===== config.mk =====
export PLATFORM = sky130hd
export DESIGN_NAME = csr_top
export DESIGN_NICKNAME = d
export VERILOG_FILES = /design/src/common/csr_pkg.sv /design/src/hw/csr_reset_hold.sv /design/src/hw/csr_tick_div.sv /design/src/hw/csr_top.sv
export SDC_FILE = /design/constraint.sdc
export NUM_CORES = 1
export LEC_CHECK = 0
export ABC_AREA = 1
export BUFFER_PORTS_ARGS = -buffer_cell sky130_fd_sc_hd__buf_2
export CORE_ASPECT_RATIO = 0.7
export CORE_MARGIN = 1
export CORE_UTILIZATION = 60
export CTS_CLUSTER_DIAMETER = 150
export CTS_CLUSTER_SIZE = 25
export DETAILED_ROUTE_END_ITERATION = 7
export PLACE_DENSITY = 0.91
export SKIP_CTS_REPAIR_TIMING = 1
export SLEW_MARGIN = 5
export SYNTH_ARGS = -nofsm -noshare
export SYNTH_HDL_FRONTEND = slang
export SYNTH_SLANG_ARGS = --single-unit

===== constraint.sdc =====
create_clock -name clk -period 3.2 [get_ports clk]
set_input_delay 0.64 -clock clk [delete_from_list [all_inputs] [get_ports clk]]
set_output_delay 0.64 -clock clk [all_outputs]
set_load 0.01 [all_outputs]

===== src/common/csr_pkg.sv =====
/*
 * Shared constants for the clock select and reset cause block.
 * Assumes a 200 MHz system clock and APB with 32-bit data.
 */
package csr_pkg;
    // Register byte offsets
    localparam logic [11:0] CSR_CLK_CONF_OFS = 12'h000;
    localparam logic [11:0] CSR_PRESCALE_OFS = 12'h004;
    localparam logic [11:0] CSR_RST_CTRL_OFS = 12'h008;
    localparam logic [11:0] CSR_CAUSE_OFS = 12'h00C;
    localparam logic [11:0] CSR_STATUS_OFS = 12'h010;
    localparam logic [11:0] CSR_FAST_DIV_OFS = 12'h014;
    // Clock configuration fields
    localparam int CSR_SRC_LSB = 0;
    localparam int CSR_PLL_FREQ_BIT = 2;
    localparam int CSR_PERIOD_BIT = 3;
    localparam int CSR_APB_EN_BIT = 4;
    localparam int CSR_SLOW_LSB = 5;
    localparam int CSR_FAST_SEL_BIT = 7;
    localparam int CSR_RADIO_EN_BIT = 8;
    // Reset control fields
    localparam int CSR_SW_SYS_BIT = 0;
    localparam int CSR_SW_CPU_BIT = 1;
    localparam int CSR_BOD_CHIP_BIT = 2;
    // Reset values
    localparam logic [8:0] CSR_CLK_CONF_RST = 9'h010;
    localparam logic [9:0] CSR_PRESCALE_RST = 10'h001;
    localparam logic [9:0] CSR_FAST_DIV_RST = 10'h001;
    // Core clock source codes
    localparam logic [1:0] CSR_SRC_XTAL = 2'h0;
    localparam logic [1:0] CSR_SRC_PLL = 2'h1;
    localparam logic [1:0] CSR_SRC_FAST_RC = 2'h2;
    // Slow domain source codes
    localparam logic [1:0] CSR_SLOW_RC = 2'h0;
    localparam logic [1:0] CSR_SLOW_LF_XTAL = 2'h1;
    localparam logic [1:0] CSR_SLOW_DIV_RC = 2'h2;
    // Division ratios
    localparam logic [9:0] CSR_PLL480_DIV80 = 10'h006;
    localparam logic [9:0] CSR_PLL480_DIV160 = 10'h003;
    localparam logic [9:0] CSR_PLL320_DIV80 = 10'h004;
    localparam logic [9:0] CSR_PLL320_DIV160 = 10'h002;
    localparam logic [9:0] CSR_FAST_RC_DIV = 10'h100;
    // Reset cause codes
    localparam logic [7:0] CSR_CAUSE_CHIP = 8'h01;
    localparam logic [7:0] CSR_CAUSE_BROWNOUT = 8'h0F;
    localparam logic [7:0] CSR_CAUSE_SW_SYS = 8'h03;
    localparam logic [7:0] CSR_CAUSE_SW_CPU = 8'h0C;
    localparam logic [7:0] CSR_CAUSE_FUSE = 8'h14;
    // Reset pulse length
    localparam int CSR_CLK_MHZ = 200;
    localparam int CSR_RST_HOLD_NS = 100;
    localparam int CSR_RST_HOLD_CYC = (CSR_RST_HOLD_NS * CSR_CLK_MHZ + 999) / 1000;
    // Radio handoff states
    typedef enum logic {
        CSR_ST_RUN,
        CSR_ST_WAIT_SLEEP
    } csr_radio_st_t;
endpackage


===== src/hw/csr_reset_hold.sv =====
/*
 * Reset stretcher: a trigger pulse holds the output for HOLD cycles.
 * Assumes the trigger is synchronous to clk.
 */
`timescale 1ns/1ps
module csr_reset_hold #(
    parameter int HOLD = 20
) (
    input wire logic clk,
    input wire logic rst,
    input wire logic trigger,
    output logic holdOut
);
    logic [$clog2(HOLD+1)-1:0] count_reg;
    logic hold_reg;

    // A retrigger restarts the full hold
    always_ff @(posedge clk) begin
        if (rst) begin
            count_reg <= '0;
            hold_reg <= 1'b0;
        end else if (trigger) begin
            count_reg <= ($clog2(HOLD+1))'(HOLD - 1);
            hold_reg <= 1'b1;
        end else if (count_reg != '0) begin
            count_reg <= count_reg - 1'b1;
        end else begin
            hold_reg <= 1'b0;
        end
    end

    assign holdOut = hold_reg;
endmodule // csr_reset_hold


===== src/hw/csr_tick_div.sv =====
/*
 * Tick divider: emits one output tick per divMinusOne+1 input ticks.
 * Assumes input ticks are one-cycle pulses synchronous to clk.
 */
`timescale 1ns/1ps
module csr_tick_div #(
    parameter int WIDTH = 10
) (
    input wire logic clk,
    input wire logic rst,
    input wire logic inTick,
    input wire logic [WIDTH-1:0] divMinusOne,
    output logic outTick
);
    logic [WIDTH-1:0] count_reg;
    logic outTick_reg;
    // Wrap when the count reaches the limit; a limit lowered mid-count
    // also wraps, so a new ratio takes hold within one period
    wire wrap = inTick && (count_reg >= divMinusOne);

    // Count source ticks, pulse on wrap
    always_ff @(posedge clk) begin
        if (rst) begin
            count_reg <= '0;
            outTick_reg <= 1'b0;
        end else begin
            outTick_reg <= wrap;
            if (wrap) begin
                count_reg <= '0;
            end else if (inTick) begin
                count_reg <= count_reg + 1'b1;
            end
        end
    end

    assign outTick = outTick_reg;
endmodule // csr_tick_div


===== src/hw/csr_top.sv =====
/*
 * Clock select and reset cause controller with APB registers.
 * Source clocks arrive as one-cycle ticks synchronous to clk; derived
 * clocks leave as ticks. Reset outputs are active high levels.
 */
// The APB interface to the registers and the register offsets were chosen for this implementation.
`timescale 1ns/1ps
module csr_top #(
    parameter int HOLD_CYC = csr_pkg::CSR_RST_HOLD_CYC
) (
    input wire logic clk,
    input wire logic rst,
    input wire logic [11:0] paddr,
    input wire logic psel,
    input wire logic penable,
    input wire logic pwrite,
    input wire logic [31:0] pwdata,
    input wire logic [3:0] pstrb,
    output logic [31:0] prdata,
    output logic pready,
    output logic pslverr,
    input wire logic crystalClockTick,
    input wire logic pllClockTick,
    input wire logic fastRcClockTick,
    input wire logic slowRcClockTick,
    input wire logic lowFrequencyCrystalClockTick,
    input wire logic brownOutEvent,
    input wire logic fuseCrcError,
    input wire logic radioSleepAck,
    output logic cpuClockTick,
    output logic apbClockTick,
    output logic cryptoEngineClockTick,
    output logic ledPwmClockTick,
    output logic dividedFastRcClockTick,
    output logic slowDomainClockTick,
    output logic fastDomainClockTick,
    output logic cpuRst,
    output logic digitalRst,
    output logic rtcDomainRst,
    output logic chipRst,
    output logic memoryRst,
    output logic radioRun,
    output logic radioSleepReq,
    output logic pllInUse
);
    import csr_pkg::*;

    // Software visible state
    logic [8:0] clkConf_reg;
    logic [9:0] prescale_reg;
    logic [9:0] fastDiv_reg;
    logic bodChip_reg;
    logic swSysReq_reg;
    logic swCpuReq_reg;
    logic [7:0] cause_reg;
    logic [31:0] prdata_reg;
    // Source actually feeding the core clock
    logic [1:0] activeSrc_reg;
    logic [1:0] activeSrc_next;
    csr_radio_st_t state_reg;
    csr_radio_st_t state_next;
    // Registered clock ticks
    logic cpuTick_reg;
    logic apbTick_reg;
    logic cryptoTick_reg;
    logic ledTick_reg;
    logic slowTick_reg;
    // Divider outputs
    logic cpuDivTick;
    logic apbPllTick;
    logic cryptoPllTick;
    logic divRcTick;
    logic fastDivTick;
    // Reset stretcher outputs
    logic chipHold;
    logic sysHold;
    logic coreHold;
    logic cpuHold;

    // APB phase and address decode
    wire setupPhase = psel && !penable;
    wire accessPhase = psel && penable;
    wire hitConf = (paddr == CSR_CLK_CONF_OFS);
    wire hitPre = (paddr == CSR_PRESCALE_OFS);
    wire hitRst = (paddr == CSR_RST_CTRL_OFS);
    wire hitCause = (paddr == CSR_CAUSE_OFS);
    wire hitStat = (paddr == CSR_STATUS_OFS);
    wire hitFast = (paddr == CSR_FAST_DIV_OFS);
    wire addrHit = hitConf | hitPre | hitRst | hitCause | hitStat | hitFast;
    wire wrEn = accessPhase && pwrite && addrHit;
    // Byte lanes expanded to a bit mask
    wire [31:0] laneMask = {{8{pstrb[3]}}, {8{pstrb[2]}}, {8{pstrb[1]}}, {8{pstrb[0]}}};
    wire [31:0] wrBits = pwdata & laneMask;

    // Merge enabled lanes of a write into an old value
    function automatic logic [31:0] merge(input logic [31:0] old);
        merge = (old & ~laneMask) | wrBits;
    endfunction

    wire [31:0] confMerged = merge({23'h0000_00, clkConf_reg});
    wire [31:0] preMerged = merge({22'h00_0000, prescale_reg});
    wire [31:0] fastMerged = merge({22'h00_0000, fastDiv_reg});

    // Zero wait states; unmapped offsets answer with an error
    assign pready = accessPhase;
    assign pslverr = accessPhase && !addrHit;

    // Reset levels nest: each wider one implies the narrower ones
    assign chipRst = rst | chipHold;
    assign rtcDomainRst = chipRst | sysHold;
    assign digitalRst = rtcDomainRst | coreHold;
    assign cpuRst = digitalRst | cpuHold;
    // Memory contents survive all but the chip-level reset
    assign memoryRst = chipRst;

    // Brown-out level follows the software choice
    wire chipEvent = brownOutEvent && bodChip_reg;
    wire sysEvent = brownOutEvent && !bodChip_reg;
    wire coreEvent = swSysReq_reg || fuseCrcError;
    wire cpuEvent = swCpuReq_reg;

    // Configuration lives in the always-on domain
    wire cfgRst = rtcDomainRst;

    // One stretcher per reset level
    csr_reset_hold #(.HOLD(HOLD_CYC)) u_chipHold (
        .clk(clk),
        .rst(rst),
        .trigger(chipEvent),
        .holdOut(chipHold)
    );
    csr_reset_hold #(.HOLD(HOLD_CYC)) u_sysHold (
        .clk(clk),
        .rst(rst),
        .trigger(sysEvent),
        .holdOut(sysHold)
    );
    csr_reset_hold #(.HOLD(HOLD_CYC)) u_coreHold (
        .clk(clk),
        .rst(rst),
        .trigger(coreEvent),
        .holdOut(coreHold)
    );
    csr_reset_hold #(.HOLD(HOLD_CYC)) u_cpuHold (
        .clk(clk),
        .rst(rst),
        .trigger(cpuEvent),
        .holdOut(cpuHold)
    );

    // Configuration registers; cleared by system or chip reset
    always_ff @(posedge clk) begin
        if (cfgRst) begin
            clkConf_reg <= CSR_CLK_CONF_RST;
            prescale_reg <= CSR_PRESCALE_RST;
            fastDiv_reg <= CSR_FAST_DIV_RST;
            bodChip_reg <= 1'b0;
        end else if (wrEn) begin
            if (hitConf) begin
                clkConf_reg <= confMerged[8:0];
            end
            if (hitPre) begin
                prescale_reg <= preMerged[9:0];
            end
            if (hitFast) begin
                fastDiv_reg <= fastMerged[9:0];
            end
            if (hitRst && pstrb[0]) begin
                bodChip_reg <= pwdata[CSR_BOD_CHIP_BIT];
            end
        end
    end

    // Request bits are one-cycle pulses and read back as zero
    wire reqWrite = wrEn && hitRst && pstrb[0];
    always_ff @(posedge clk) begin
        if (cfgRst) begin
            swSysReq_reg <= 1'b0;
            swCpuReq_reg <= 1'b0;
        end else begin
            swSysReq_reg <= reqWrite && pwdata[CSR_SW_SYS_BIT];
            swCpuReq_reg <= reqWrite && pwdata[CSR_SW_CPU_BIT];
        end
    end

    // Cause register is only cleared by power-on; the widest event wins,
    // and a narrower event under a wider held reset is not recorded
    always_ff @(posedge clk) begin
        if (rst) begin
            cause_reg <= CSR_CAUSE_CHIP;
        end else if (chipEvent) begin
            cause_reg <= CSR_CAUSE_CHIP;
        end else if (sysEvent && !chipHold) begin
            cause_reg <= CSR_CAUSE_BROWNOUT;
        end else if (fuseCrcError && !rtcDomainRst) begin
            cause_reg <= CSR_CAUSE_FUSE;
        end else if (swSysReq_reg && !rtcDomainRst) begin
            cause_reg <= CSR_CAUSE_SW_SYS;
        end else if (cpuEvent && !digitalRst) begin
            cause_reg <= CSR_CAUSE_SW_CPU;
        end
    end

    // Read mux; reserved bits read as zero
    wire [31:0] statusWord = {26'h000_0000, pllInUse, radioSleepReq, radioRun, bodChip_reg, activeSrc_reg};
    wire [31:0] readData = hitConf ? {23'h0000_00, clkConf_reg} :
        hitPre ? {22'h00_0000, prescale_reg} :
        hitRst ? {29'h0000_0000, bodChip_reg, 2'h0} :
        hitCause ? {24'h00_0000, cause_reg} :
        hitStat ? statusWord :
        hitFast ? {22'h00_0000, fastDiv_reg} : 32'h0000_0000;

    // Read data is captured in the setup cycle and stands through access
    always_ff @(posedge clk) begin
        if (rst) begin
            prdata_reg <= 32'h0000_0000;
        end else if (setupPhase) begin
            prdata_reg <= readData;
        end
    end
    assign prdata = prdata_reg;

    // Configuration field views
    wire [1:0] reqSrc = clkConf_reg[CSR_SRC_LSB +: 2];
    wire pll480 = clkConf_reg[CSR_PLL_FREQ_BIT];
    wire period160 = clkConf_reg[CSR_PERIOD_BIT];
    wire apbEnable = clkConf_reg[CSR_APB_EN_BIT];
    wire [1:0] slowSel = clkConf_reg[CSR_SLOW_LSB +: 2];
    wire fastSelRc = clkConf_reg[CSR_FAST_SEL_BIT];
    wire radioEnable = clkConf_reg[CSR_RADIO_EN_BIT];
    wire onPll = (activeSrc_reg == CSR_SRC_PLL);

    // Radio may only run on the PLL source
    assign radioRun = radioEnable && onPll && (state_reg == CSR_ST_RUN);
    assign radioSleepReq = (state_reg == CSR_ST_WAIT_SLEEP);
    assign pllInUse = onPll;

    // Source switch: leaving the PLL while the radio runs first asks the
    // radio to sleep, and the switch waits for its acknowledge
    always_comb begin
        state_next = state_reg;
        activeSrc_next = activeSrc_reg;
        case (state_reg)
            CSR_ST_RUN: begin
                if (reqSrc != activeSrc_reg) begin
                    if (radioRun && reqSrc != CSR_SRC_PLL) begin
                        state_next = CSR_ST_WAIT_SLEEP;
                    end else begin
                        activeSrc_next = reqSrc;
                    end
                end
            end
            CSR_ST_WAIT_SLEEP: begin
                if (reqSrc == CSR_SRC_PLL) begin
                    state_next = CSR_ST_RUN;
                end else if (radioSleepAck) begin
                    activeSrc_next = reqSrc;
                    state_next = CSR_ST_RUN;
                end
            end
            default: begin
                state_next = CSR_ST_RUN;
            end
        endcase
    end

    // Source state follows the always-on reset
    always_ff @(posedge clk) begin
        if (cfgRst) begin
            state_reg <= CSR_ST_RUN;
            activeSrc_reg <= CSR_SRC_XTAL;
        end else begin
            state_reg <= state_next;
            activeSrc_reg <= activeSrc_next;
        end
    end

    // Core clock source mux; the unused code falls back to crystal
    wire cpuSrcTick = (activeSrc_reg == CSR_SRC_PLL) ? pllClockTick :
        (activeSrc_reg == CSR_SRC_FAST_RC) ? fastRcClockTick : crystalClockTick;

    // PLL ratios give 80 or 160 MHz for either PLL frequency
    wire [9:0] pllCpuDiv = period160 ? (pll480 ? CSR_PLL480_DIV160 : CSR_PLL320_DIV160) :
        (pll480 ? CSR_PLL480_DIV80 : CSR_PLL320_DIV80);
    wire [9:0] pllApbDiv = pll480 ? CSR_PLL480_DIV80 : CSR_PLL320_DIV80;
    wire [9:0] pllCryptoDiv = pll480 ? CSR_PLL480_DIV160 : CSR_PLL320_DIV160;
    wire [9:0] cpuDivM1 = onPll ? 10'(pllCpuDiv - 10'h001) : prescale_reg;

    // Core clock divider
    csr_tick_div #(.WIDTH(10)) u_cpuDiv (
        .clk(clk),
        .rst(rst),
        .inTick(cpuSrcTick),
        .divMinusOne(cpuDivM1),
        .outTick(cpuDivTick)
    );
    // Bus clock from the PLL
    csr_tick_div #(.WIDTH(10)) u_apbDiv (
        .clk(clk),
        .rst(rst),
        .inTick(pllClockTick),
        .divMinusOne(10'(pllApbDiv - 10'h001)),
        .outTick(apbPllTick)
    );
    // Crypto clock from the PLL
    csr_tick_div #(.WIDTH(10)) u_cryptoDiv (
        .clk(clk),
        .rst(rst),
        .inTick(pllClockTick),
        .divMinusOne(10'(pllCryptoDiv - 10'h001)),
        .outTick(cryptoPllTick)
    );
    // Fixed divide of the fast RC clock
    csr_tick_div #(.WIDTH(10)) u_rcDiv (
        .clk(clk),
        .rst(rst),
        .inTick(fastRcClockTick),
        .divMinusOne(10'(CSR_FAST_RC_DIV - 10'h001)),
        .outTick(divRcTick)
    );
    // Fast domain divider on crystal or fast RC
    csr_tick_div #(.WIDTH(10)) u_fastDiv (
        .clk(clk),
        .rst(rst),
        .inTick(fastSelRc ? fastRcClockTick : crystalClockTick),
        .divMinusOne(fastDiv_reg),
        .outTick(fastDivTick)
    );

    // Derived clocks; the bus clock can be switched off by software
    wire apbRaw = onPll ? apbPllTick : cpuDivTick;
    wire cryptoRaw = onPll ? cryptoPllTick : cpuDivTick;
    wire ledRaw = apbEnable ? apbRaw : fastRcClockTick;
    wire slowRaw = (slowSel == CSR_SLOW_LF_XTAL) ? lowFrequencyCrystalClockTick :
        (slowSel == CSR_SLOW_DIV_RC) ? divRcTick : slowRcClockTick;

    // The cpu, bus, crypto, LED and slow ticks pass one register stage; divided RC and fast domain ticks leave their dividers directly
    always_ff @(posedge clk) begin
        if (rst) begin
            cpuTick_reg <= 1'b0;
            apbTick_reg <= 1'b0;
            cryptoTick_reg <= 1'b0;
            ledTick_reg <= 1'b0;
            slowTick_reg <= 1'b0;
        end else begin
            cpuTick_reg <= cpuDivTick;
            apbTick_reg <= apbEnable && apbRaw;
            cryptoTick_reg <= cryptoRaw;
            ledTick_reg <= ledRaw;
            slowTick_reg <= slowRaw;
        end
    end

    assign cpuClockTick = cpuTick_reg;
    assign apbClockTick = apbTick_reg;
    assign cryptoEngineClockTick = cryptoTick_reg;
    assign ledPwmClockTick = ledTick_reg;
    assign slowDomainClockTick = slowTick_reg;
    assign dividedFastRcClockTick = divRcTick;
    assign fastDomainClockTick = fastDivTick;
endmodule // csr_top

==> qor.txt, run 1 <==
CP Cell Sequence: inv_1 -> ha_1 -> nand2_1 -> o21ai_0 -> o21ai_0 -> ha_1 -> a21oi_1 -> o21a_1 -> nand4_1 -> nand2_1 -> nand2_1 -> nor3b_1
Drt drc: 0
Worst setup SP type: register
Leakage Power: 3.69 nW
H-Tree Depth: 4
Worst-Skew Late Latency: 420 ps
Critical path capture point type: register
Final hold slack: 429 ps
Synth warnings: 0
Most frequent CP cell: nand2_1
Commonest non-fill, non-tap cell in the layout: nand2_1
Iter 0 DRT Violations: 897
Hold path endpoint: cpuClockTick
Syn avg cell area: 7.20 sq um
Maximum net fanout on the critical path: 10
Final period util: 87.8%
CTS clk-pin slew, worst paths: 60 ps
Most frequent cells in the layout: nand2_1 (203), nor2_1 (157), dfxtp_1 (134)
Worst Tran Pin Value: 560 ps
Worst hold start: u_cpuDiv.outTick
Nets: 1129
Initial antenna violation count: 0
Total Wirelength: 17.0 mm
Antenna Cells: 0
Hold path depth: 2
Worst vdd ir: 0.000503 V
Netlist cell types: 45
Crit path max-delay cell type: dfxtp_1
Hold Vio Cnt, Final: 0
Layout cells sized above 1: 12.5%
Register-to-register setup slack: 390 ps
Largest net degree at the start of global routing: 38
Via Count: 6535
Row cnt: 32
WL/cell: 14.2 um
CTS tree: done
Run status: finished, final reports clean
RSZ-0062 raised after global routing: false
Post-synthesis sequential area ratio: 38.6%
Fmax: 0.356 GHz
Max incr delay on CP: 360 ps
Clock skew: 8.81 ps
CTS Sinks: 134
Full die area: 12000 sq um
Die X: 131 um
Core footprint: 11100 sq um
R2R depth: 12
Max_slew headroom: 62.6%
Post-Syn Area: 6940 sq um
Slew Limit Fails: 0
Number of I/O pins: 110
GPL Wtd Cong: 0.900
Initial Util: 62.4%
Post-DP HPWL: 11.6 mm
HP Class: reg -> reg
Fin crit period: 2810 ps
CP Class: reg -> reg
Remaining antenna violation count: 0
CTS Buf Count: 17
Die H: 92.0 um
Reg2reg end: u_cpuDiv.count_reg[2]
CTS root buf: clkbuf_16
Critical path arrival: 3150 ps
Synth Register Bits: 134
Number of global-route vias before repair: 5954
Pre-antenna DRT Iters: 6
Final setup viols: 0
Fin Setup TNS: 0 ps
Gr ovfl total: 0
Mapped Cells: 964
First-pass GRT wire length: 27.8 mm
Clock Path Buffers: 2
Port Buffer Count: 63
DR vias/cell: 5.46
Overall Global Routing Usage: 29.7%
Max Cap Viol: 0
WP data required: 3550 ps
P&R area growth vs syn: 13.7%
Power per Cell Area: 582 nW/um^2
==> metal layers <==
metal | track usage [%] | vias up | part of all wire, %
met3 | 6.42 | 52 | 11
met5 | 0 | - | 0
met2 | 46.8 | 372 | 44
met1 | 39.8 | 2907 | 43
met4 | 10.3 | 0 | 2.3
li1 | - | 3204 | -
==> cell usage after synthesis (all sizes together) <==
cell / instances / area share (%)
conb: 1 / 0.054
nor4: 5 / 0.45
a311oi: 1 / 0.13
a31oi: 3 / 0.27
o211ai: 8 / 0.87
ha: 37 / 6.7
nand3: 44 / 3.4
inv: 113 / 6.1
nand4: 25 / 2.9
clkinv: 2 / 0.13
nor3: 14 / 1.0
nor3b: 2 / 0.22
a21oi: 57 / 4.1
a211oi: 1 / 0.11
o21a: 3 / 0.32
dfxtp: 134 / 39
o21ai: 45 / 3.3
a21boi: 1 / 0.11
buf: 34 / 3.7
clkbuf: 6 / 0.32
o31ai: 1 / 0.11
mux2i: 1 / 0.14
o21bai: 4 / 0.43
xnor2: 14 / 1.8
or2: 8 / 0.72
maj3: 1 / 0.14
o22ai: 2 / 0.18
xor2: 22 / 2.8
o221ai: 1 / 0.13
nand2: 206 / 11
nor2: 167 / 9.5
a221oi: 1 / 0.13
==> per-stage QoR <==
stage	setup slack, ps	power, mW	std cells	area [sq um]	util, %
final	391	4.59	1197	7900	70.9
after global routing	190	4.78	1197	7900	70.9
after CTS	405	4.59	1197	7900	70.9
after detailed placement	487	2.58	1165	7280	65.4
after global placement	601	2.55	1165	7280	65.4
after floorplan	999	2.41	985	7020	-
==> kinds of logic after synthesis <==
logic type / count (synthesis) / synth area share [%]
adder cells (fa/ha/maj): 38 / 6.81
AND/OR/NAND/NOR: 471 / 29.4
flip-flops: 134 / 38.6
buffers and inverters: 155 / 10.2
AO/OA/AOI/OAI: 128 / 10.2
other: 1 / 0.0540
multiplexers: 1 / 0.144
XOR/XNOR: 36 / 4.54
==> critical path, delay by kind of cell (launching register included) <==
| family | cells | cell delay (ps) |
|---|---|---|
| AO/OA/AOI/OAI | 4 | 860 |
| flip-flops | 1 | 360 |
| buffers and inverters | 1 | 200 |
| AND/OR/NAND/NOR | 5 | 770 |
| adder cells (fa/ha/maj) | 2 | 550 |
==> worst max-delay path by stage <==
stage	from	endpoint	slack [ps]
after CTS	register	u_cpuDiv.count_reg[2]	400
after floorplan	rst	cpuRst	1000
after global placement	register	u_cpuDiv.count_reg[2]	600
final	register	u_cpuDiv.count_reg[2]	390
after detailed placement	register	u_cpuDiv.count_reg[2]	490
after global routing	register	u_cpuDiv.count_reg[1]	190
==> cell type report <==
cell class / instances / area [sq um]
flip-flops and latches: 134 / 2680
inverters: 115 / 433
clock inverters: 14 / 173
repair buffers: 67 / 345
well taps: 153 / 191
fillers: 864 / 3240
multi-input cells: 696 / 3630
clock buffers: 18 / 439
==> where the power goes <==
part	internal, mW	switching (mW)
registers	1.77	0.0683
logic	0.259	0.470
clock network	1.25	0.768
Power figures use the tool's default switching activity.
==> run 2: changes to the inputs <==
ABC_AREA = default   (was 1)
==> run 2 against run 1 <==
Effect of this change:
- final cell count is 15% lower
- largest cell class unchanged
- sequential cell count stayed put
- maximum frequency fell by 6.5%
- clock skew decreased by 1.7 ps
- power increased by 2.6%
- largest power group unchanged
- setup slack got worse by 200 ps
- combinational power down 3.2%
- sequential power is essentially flat
- critical endpoint unchanged
- via count is 8.7% lower
- core utilization down 0.31 points
- register-to-register slack worse by 200 ps
- die area shrank 2.1%
==> qor.txt, run 2 <==
Pre-antenna DRT Iters: 7
Max incr delay on CP: 350 ps
Top cells by count, synth: dfxtp_1 (134), nor2_1 (106), nand2_1 (74)
Most frequent CP cell: a21oi_1
Clock Path Buffers: 2
Critical path arrival: 3340 ps
CTS Sinks: 134
WL/cell: 16.6 um
Overall Global Routing Usage: 30.3%
Async set or reset register ratio after synthesis: 0%
Synth warnings: 0
Top_reg_cell synth: dfxtp_1
Fin Setup TNS: 0 ps
Core footprint: 11000 sq um
Top-count cell post-synth: dfxtp_1
Initial Util: 61.7%
Mapped Cells: 798
Crit path max-delay cell type: dfxtp_2
Reg2reg end: u_cpuDiv.count_reg[2]
Max layer used: met4
Post-Syn Area: 6800 sq um
Critical path capture point type: register
Final period util: 93.9%
Antenna Cells: 0
Number of global-route vias before repair: 5547
Leakage Power: 3.19 nW
DR vias/cell: 5.84
Max Cap Viol: 0
Worst-Skew Late Latency: 420 ps
Yosys top cell area share: 39.5%
Maximum net fanout on the critical path: 17
GPL Wtd Cong: 0.898
Die X: 129 um
Worst setup SP type: register
Metal2 WL: 7.33 mm
Max_slew headroom: 48.1%
Final setup viols: 0
Worst vdd ir: 0.000397 V
Clock skew: 7.10 ps
Fin crit period: 3010 ps
Fmax: 0.333 GHz
Hold path depth: 2
Netlist cell types: 57
CTS Buf Count: 17
Full die area: 11800 sq um
Reg2reg start: activeSrc_reg[1]
P&R area growth vs syn: 14.4%
CTS root buf: clkbuf_16
Die H: 91.0 um
CP top delay family: compound AO/OA/AOI/OAI gates
CP Cell Sequence: inv_2 -> nand2_2 -> inv_4 -> and3_1 -> nor2b_4 -> a21oi_1 -> ha_1 -> a211o_1 -> a21oi_1 -> nand3_1 -> o21ai_2 -> buf_4 -> o21ai_0 -> a21oi_1
WP data required: 3540 ps
Gr ovfl total: 0
Post-synth EDFFs: 0
Drt drc: 0
Metal-1 WL: 7.61 mm
Commonest non-fill, non-tap cell in the layout: dfxtp_1
R2R depth: 14
Setup WS pre-CTS: 195 ps
Port Buffer Count: 63
Nets: 955
Most frequent cells in the layout: dfxtp_1 (133), nor2_1 (106), nand2_1 (74)
Iter 0 DRT Violations: 651
Slew Limit Fails: 0
CP Class: reg -> reg
Via Count: 5966
HP Class: reg -> reg
Worst Tran Pin Value: 777 ps
Worst hold start: u_rcDiv.count_reg[8]
Synth area leader: dfxtp_1
CTS clk-pin slew, worst paths: 60 ps
Worst Setup SP: activeSrc_reg[1]
Syn avg cell area: 8.52 sq um
Fin worst setup slack: 195 ps
Non-Filler Instances: 1022
WP buf/inv: 3
# fillers: 776
Number of I/O pins: 110
Initial antenna violation count: 0
Total Wirelength: 17.0 mm
CTS tree: done
Hold path endpoint: u_rcDiv.count_reg[8]
First-pass GRT wire length: 27.3 mm
Post-synthesis sequential area ratio: 39.5%
Layout cells sized above 1: 15.0%
Ranking of synthesized cells by area: dfxtp_1 (39%), ha_1 (6.8%), mux2i_1 (6.0%)
RSZ-0062 raised after global routing: false
Hold Vio Cnt, Final: 0
Post-DP HPWL: 11.4 mm
Synth Register Bits: 134
Remaining antenna violation count: 0
Largest net degree at the start of global routing: 60
H-Tree Depth: 4
Met3 wire len: 1.59 mm
Register-to-register setup slack: 190 ps
Row cnt: 32
Power per Cell Area: 606 nW/um^2
Cell count after placement: 991
Total power draw: 4.71 mW
End-of-flow core utilization: 70.6%
Run status: finished, final reports clean
[run 2: cell count changes after synthesis, moves of 6 or more]
cell      before  now
nand2_1      203   74
inv_1        108   33
nor2_1       158  106
mux2i_1        1   41
o21ai_0       42   17
and3_1         0   13
nor2b_1        0   11
clkbuf_1       6   15
nand2b_1       0    8
a22o_1         0    7
o211ai_1       8    1
nand4_1       22   16
xor2_1        22   28
[run 2: stage by stage]
| stage | hold slack (ps) | instance area, sq um |
|---|---|---|
| finish | 453 | 7780 |
| floorplan | 421 | 6870 |
| global route | 468 | 7780 |
| detailed placement | 437 | 7120 |
| global placement | 432 | 7120 |
| CTS | 450 | 7760 |
[run 2: layout make-up]
type,instances,area [sq um],share of cell area [%]
clock buffer,19,443,5.70
clock inverter,12,203,2.61
inverter,35,134,1.72
multi-input combinational,601,3770,48.5
sequential,134,2680,34.5
tap,153,191,2.46
timing repair buffer,68,353,4.54
[run 2: logic make-up (layout without fill, tap and decap cells)]
family / count (synthesis) / in the layout / synth area share, %
AO/OA/AOI/OAI: 122 / 122 / 10.9
XOR/XNOR: 44 / 44 / 5.67
adder cells (fa/ha/maj): 37 / 37 / 6.81
buffers and inverters: 84 / 134 / 6.33
flip-flops: 134 / 134 / 39.5
multiplexers: 47 / 47 / 7.20
other: 1 / 22 / 0.0552
AND/OR/NAND/NOR: 329 / 329 / 23.6
[run 2: layer usage]
layer / up-vias / GRT usage (%)
met5: - / 0
met4: 0 / 10.8
met3: 43 / 9.25
met2: 288 / 44.9
met1: 2809 / 41.2
li1: 2826 / -
[run 2: worst max-delay path by stage]
stage,to,depth (start not counted)
floorplan,u_cpuDiv.count_reg[2],15
global placement,u_cpuDiv.count_reg[8],14
detailed placement,u_cpuDiv.count_reg[3],14
CTS,u_cpuDiv.count_reg[2],14
global route,u_cpuDiv.count_reg[8],14
finish,u_cpuDiv.count_reg[2],14
[run 2: tightest hold or removal path, cell delays in order (launching register included)]
cell and delay [ps]:
dfxtp_1 320, inv_1 50, nor2_1 30
[run 2: where the power goes]
group	total, mW	internal [mW]	leakage (nW)	switching (mW)
registers	1.86	1.76	1.09	0.0915
clock network	2.15	1.40	0.313	0.750
logic	0.706	0.282	1.79	0.424
total	4.71	3.45	3.19	1.27
==> run 3: changes to the inputs <==
PLACE_DENSITY = 0.89   (was 0.91)
==> run 3 against run 2 <==
Effect of this change:
- sequential share of layout area increased by 0.16 points
- clock power is 7% lower
- setup slack better by 41 ps
- maximum frequency grew 1.4%
- core utilization decreased by 0.33 points
- power shrank 3.6%
- combinational power is 3.4% lower
- global-route usage down 0.49 points
- largest cell class unchanged
==> qor.txt, run 3 (synthesis gave the netlist of run 2 again) <==
Max Cap Viol: 0
CTS Buf Count: 17
Overall Global Routing Usage: 29.8%
R2R depth: 14
Worst Setup SP: activeSrc_reg[1]
Layout cells sized above 1: 15.0%
Maximum net fanout on the critical path: 17
Port Buffer Count: 63
Gr ovfl total: 0
Critical path arrival: 3310 ps
Net Switching: 1.23 mW
Most frequent cells in the layout: dfxtp_1 (133), nor2_1 (106), nand2_1 (74)
CP Class: reg -> reg
Number of I/O pins: 110
Worst hold start: u_rcDiv.count_reg[8]
Via Count: 5845
Total Wirelength: 16.8 mm
Sequential Power Share: 40.8%
Full die area: 11800 sq um
Fin crit period: 2960 ps
Comb pwr share: 15.0%
CTS tree: done
Worst vdd ir: 0.000391 V
CTS Sinks: 134
P&R area growth vs syn: 13.9%
Post-DP HPWL: 11.2 mm
Final period util: 92.7%
First-pass GRT wire length: 27.0 mm
Drt drc: 0
Dpl cell area: 7130 sq um
Reg2reg start: activeSrc_reg[1]
Largest net degree at the start of global routing: 60
Design area: 7740 sq um
Antenna Cells: 0
Die X: 129 um
WP data required: 3540 ps
Power per Cell Area: 587 nW/um^2
Critical path capture point type: register
Nets: 956
DR vias/cell: 5.71
Clock skew: 6.08 ps
Row cnt: 32
Initial antenna violation count: 0
Internal power: 3.31 mW
WL/cell: 16.4 um
Worst Tran Pin Value: 739 ps
Die H: 91.0 um
Worst setup SP type: register
Run status: finished, final reports clean
HP Class: reg -> reg
Hold path depth: 2
End-of-flow core utilization: 70.3%
Fin Setup TNS: 0 ps
Fmax: 0.337 GHz
RSZ-0062 raised after global routing: false
Hold Vio Cnt, Final: 0
Leakage Power: 3.17 nW
Clock power frac: 44.2%
Remaining antenna violation count: 0
Clock Path Buffers: 2
Slew Limit Fails: 0
H-Tree Depth: 4
Pre-antenna DRT Iters: 5
# fillers: 780
GPL Wtd Cong: 0.898
Initial Util: 61.7%
Iter 0 DRT Violations: 669
Core footprint: 11000 sq um
Commonest non-fill, non-tap cell in the layout: dfxtp_1
CTS clk-pin slew, worst paths: 60 ps
Worst-Skew Late Latency: 420 ps
Number of global-route vias before repair: 5411
Final setup viols: 0
Max_slew headroom: 50.1%
Fraction of power spent switching nets: 27.1%
CTS root buf: clkbuf_16
-- run 3: routing by layer --
layer | part of all wire [%] | GRT usage [%]
met1 | 46 | 41.8
met2 | 42 | 42.7
met3 | 8.5 | 7.60
met4 | 2.9 | 13.0
met5 | 0 | 0
-- run 3: stage by stage --
stage	power, mW	instances	worst slack, ps	hold WS [ps]
floorplan	2.41	819	430	421
global placement	2.50	992	433	433
detailed placement	2.53	992	272	445
CTS	4.54	1024	157	458
global route	4.74	1024	29.1	470
finish	4.54	1024	235	455
-- run 3: worst paths after layout --
kind,end,slack [ps]
worst max-delay path,u_cpuDiv.count_reg[2],240
worst min-delay path,u_rcDiv.count_reg[8],450
worst max register to register,u_cpuDiv.count_reg[2],240
worst min register to register,u_rcDiv.count_reg[8],450
-- run 3: final cells by class --
type	count	area [sq um]	area share [%]
multi-input cells	601	3760	48.6
clock buffers	20	457	5.90
well taps	153	191	2.47
repair buffers	69	360	4.66
inverters	35	134	1.73
clock inverters	12	153	1.97
flip-flops and latches	134	2680	34.7
-- run 3: worst max-delay path, stage by stage, from the launching register on --
cell     delay [ps]
dfxtp_2         350
inv_2            80
nand2_2         160
inv_4           180
and3_1          270
nor2b_1         210
a21oi_1          80
ha_1            300
a211o_1         310
a21oi_1         200
nand3_1         120
o21ai_2         120
buf_4           220
o21ai_0         120
a21oi_1         170
-- run 3: power groups by stage --
| stage | Clock, mW | Sequential [mW] | Combinational [mW] |
|---|---|---|---|
| 6_report | 2.01 | 1.85 | 0.682 |
| 5_1_grt | 2.11 | 1.86 | 0.766 |
| 4_1_cts | 2.02 | 1.85 | 0.672 |
| 3_5_place_dp | 0 | 1.88 | 0.652 |
| 3_3_place_gp | 0 | 1.87 | 0.629 |
| 2_1_floorplan | 0 | 1.86 | 0.545 |
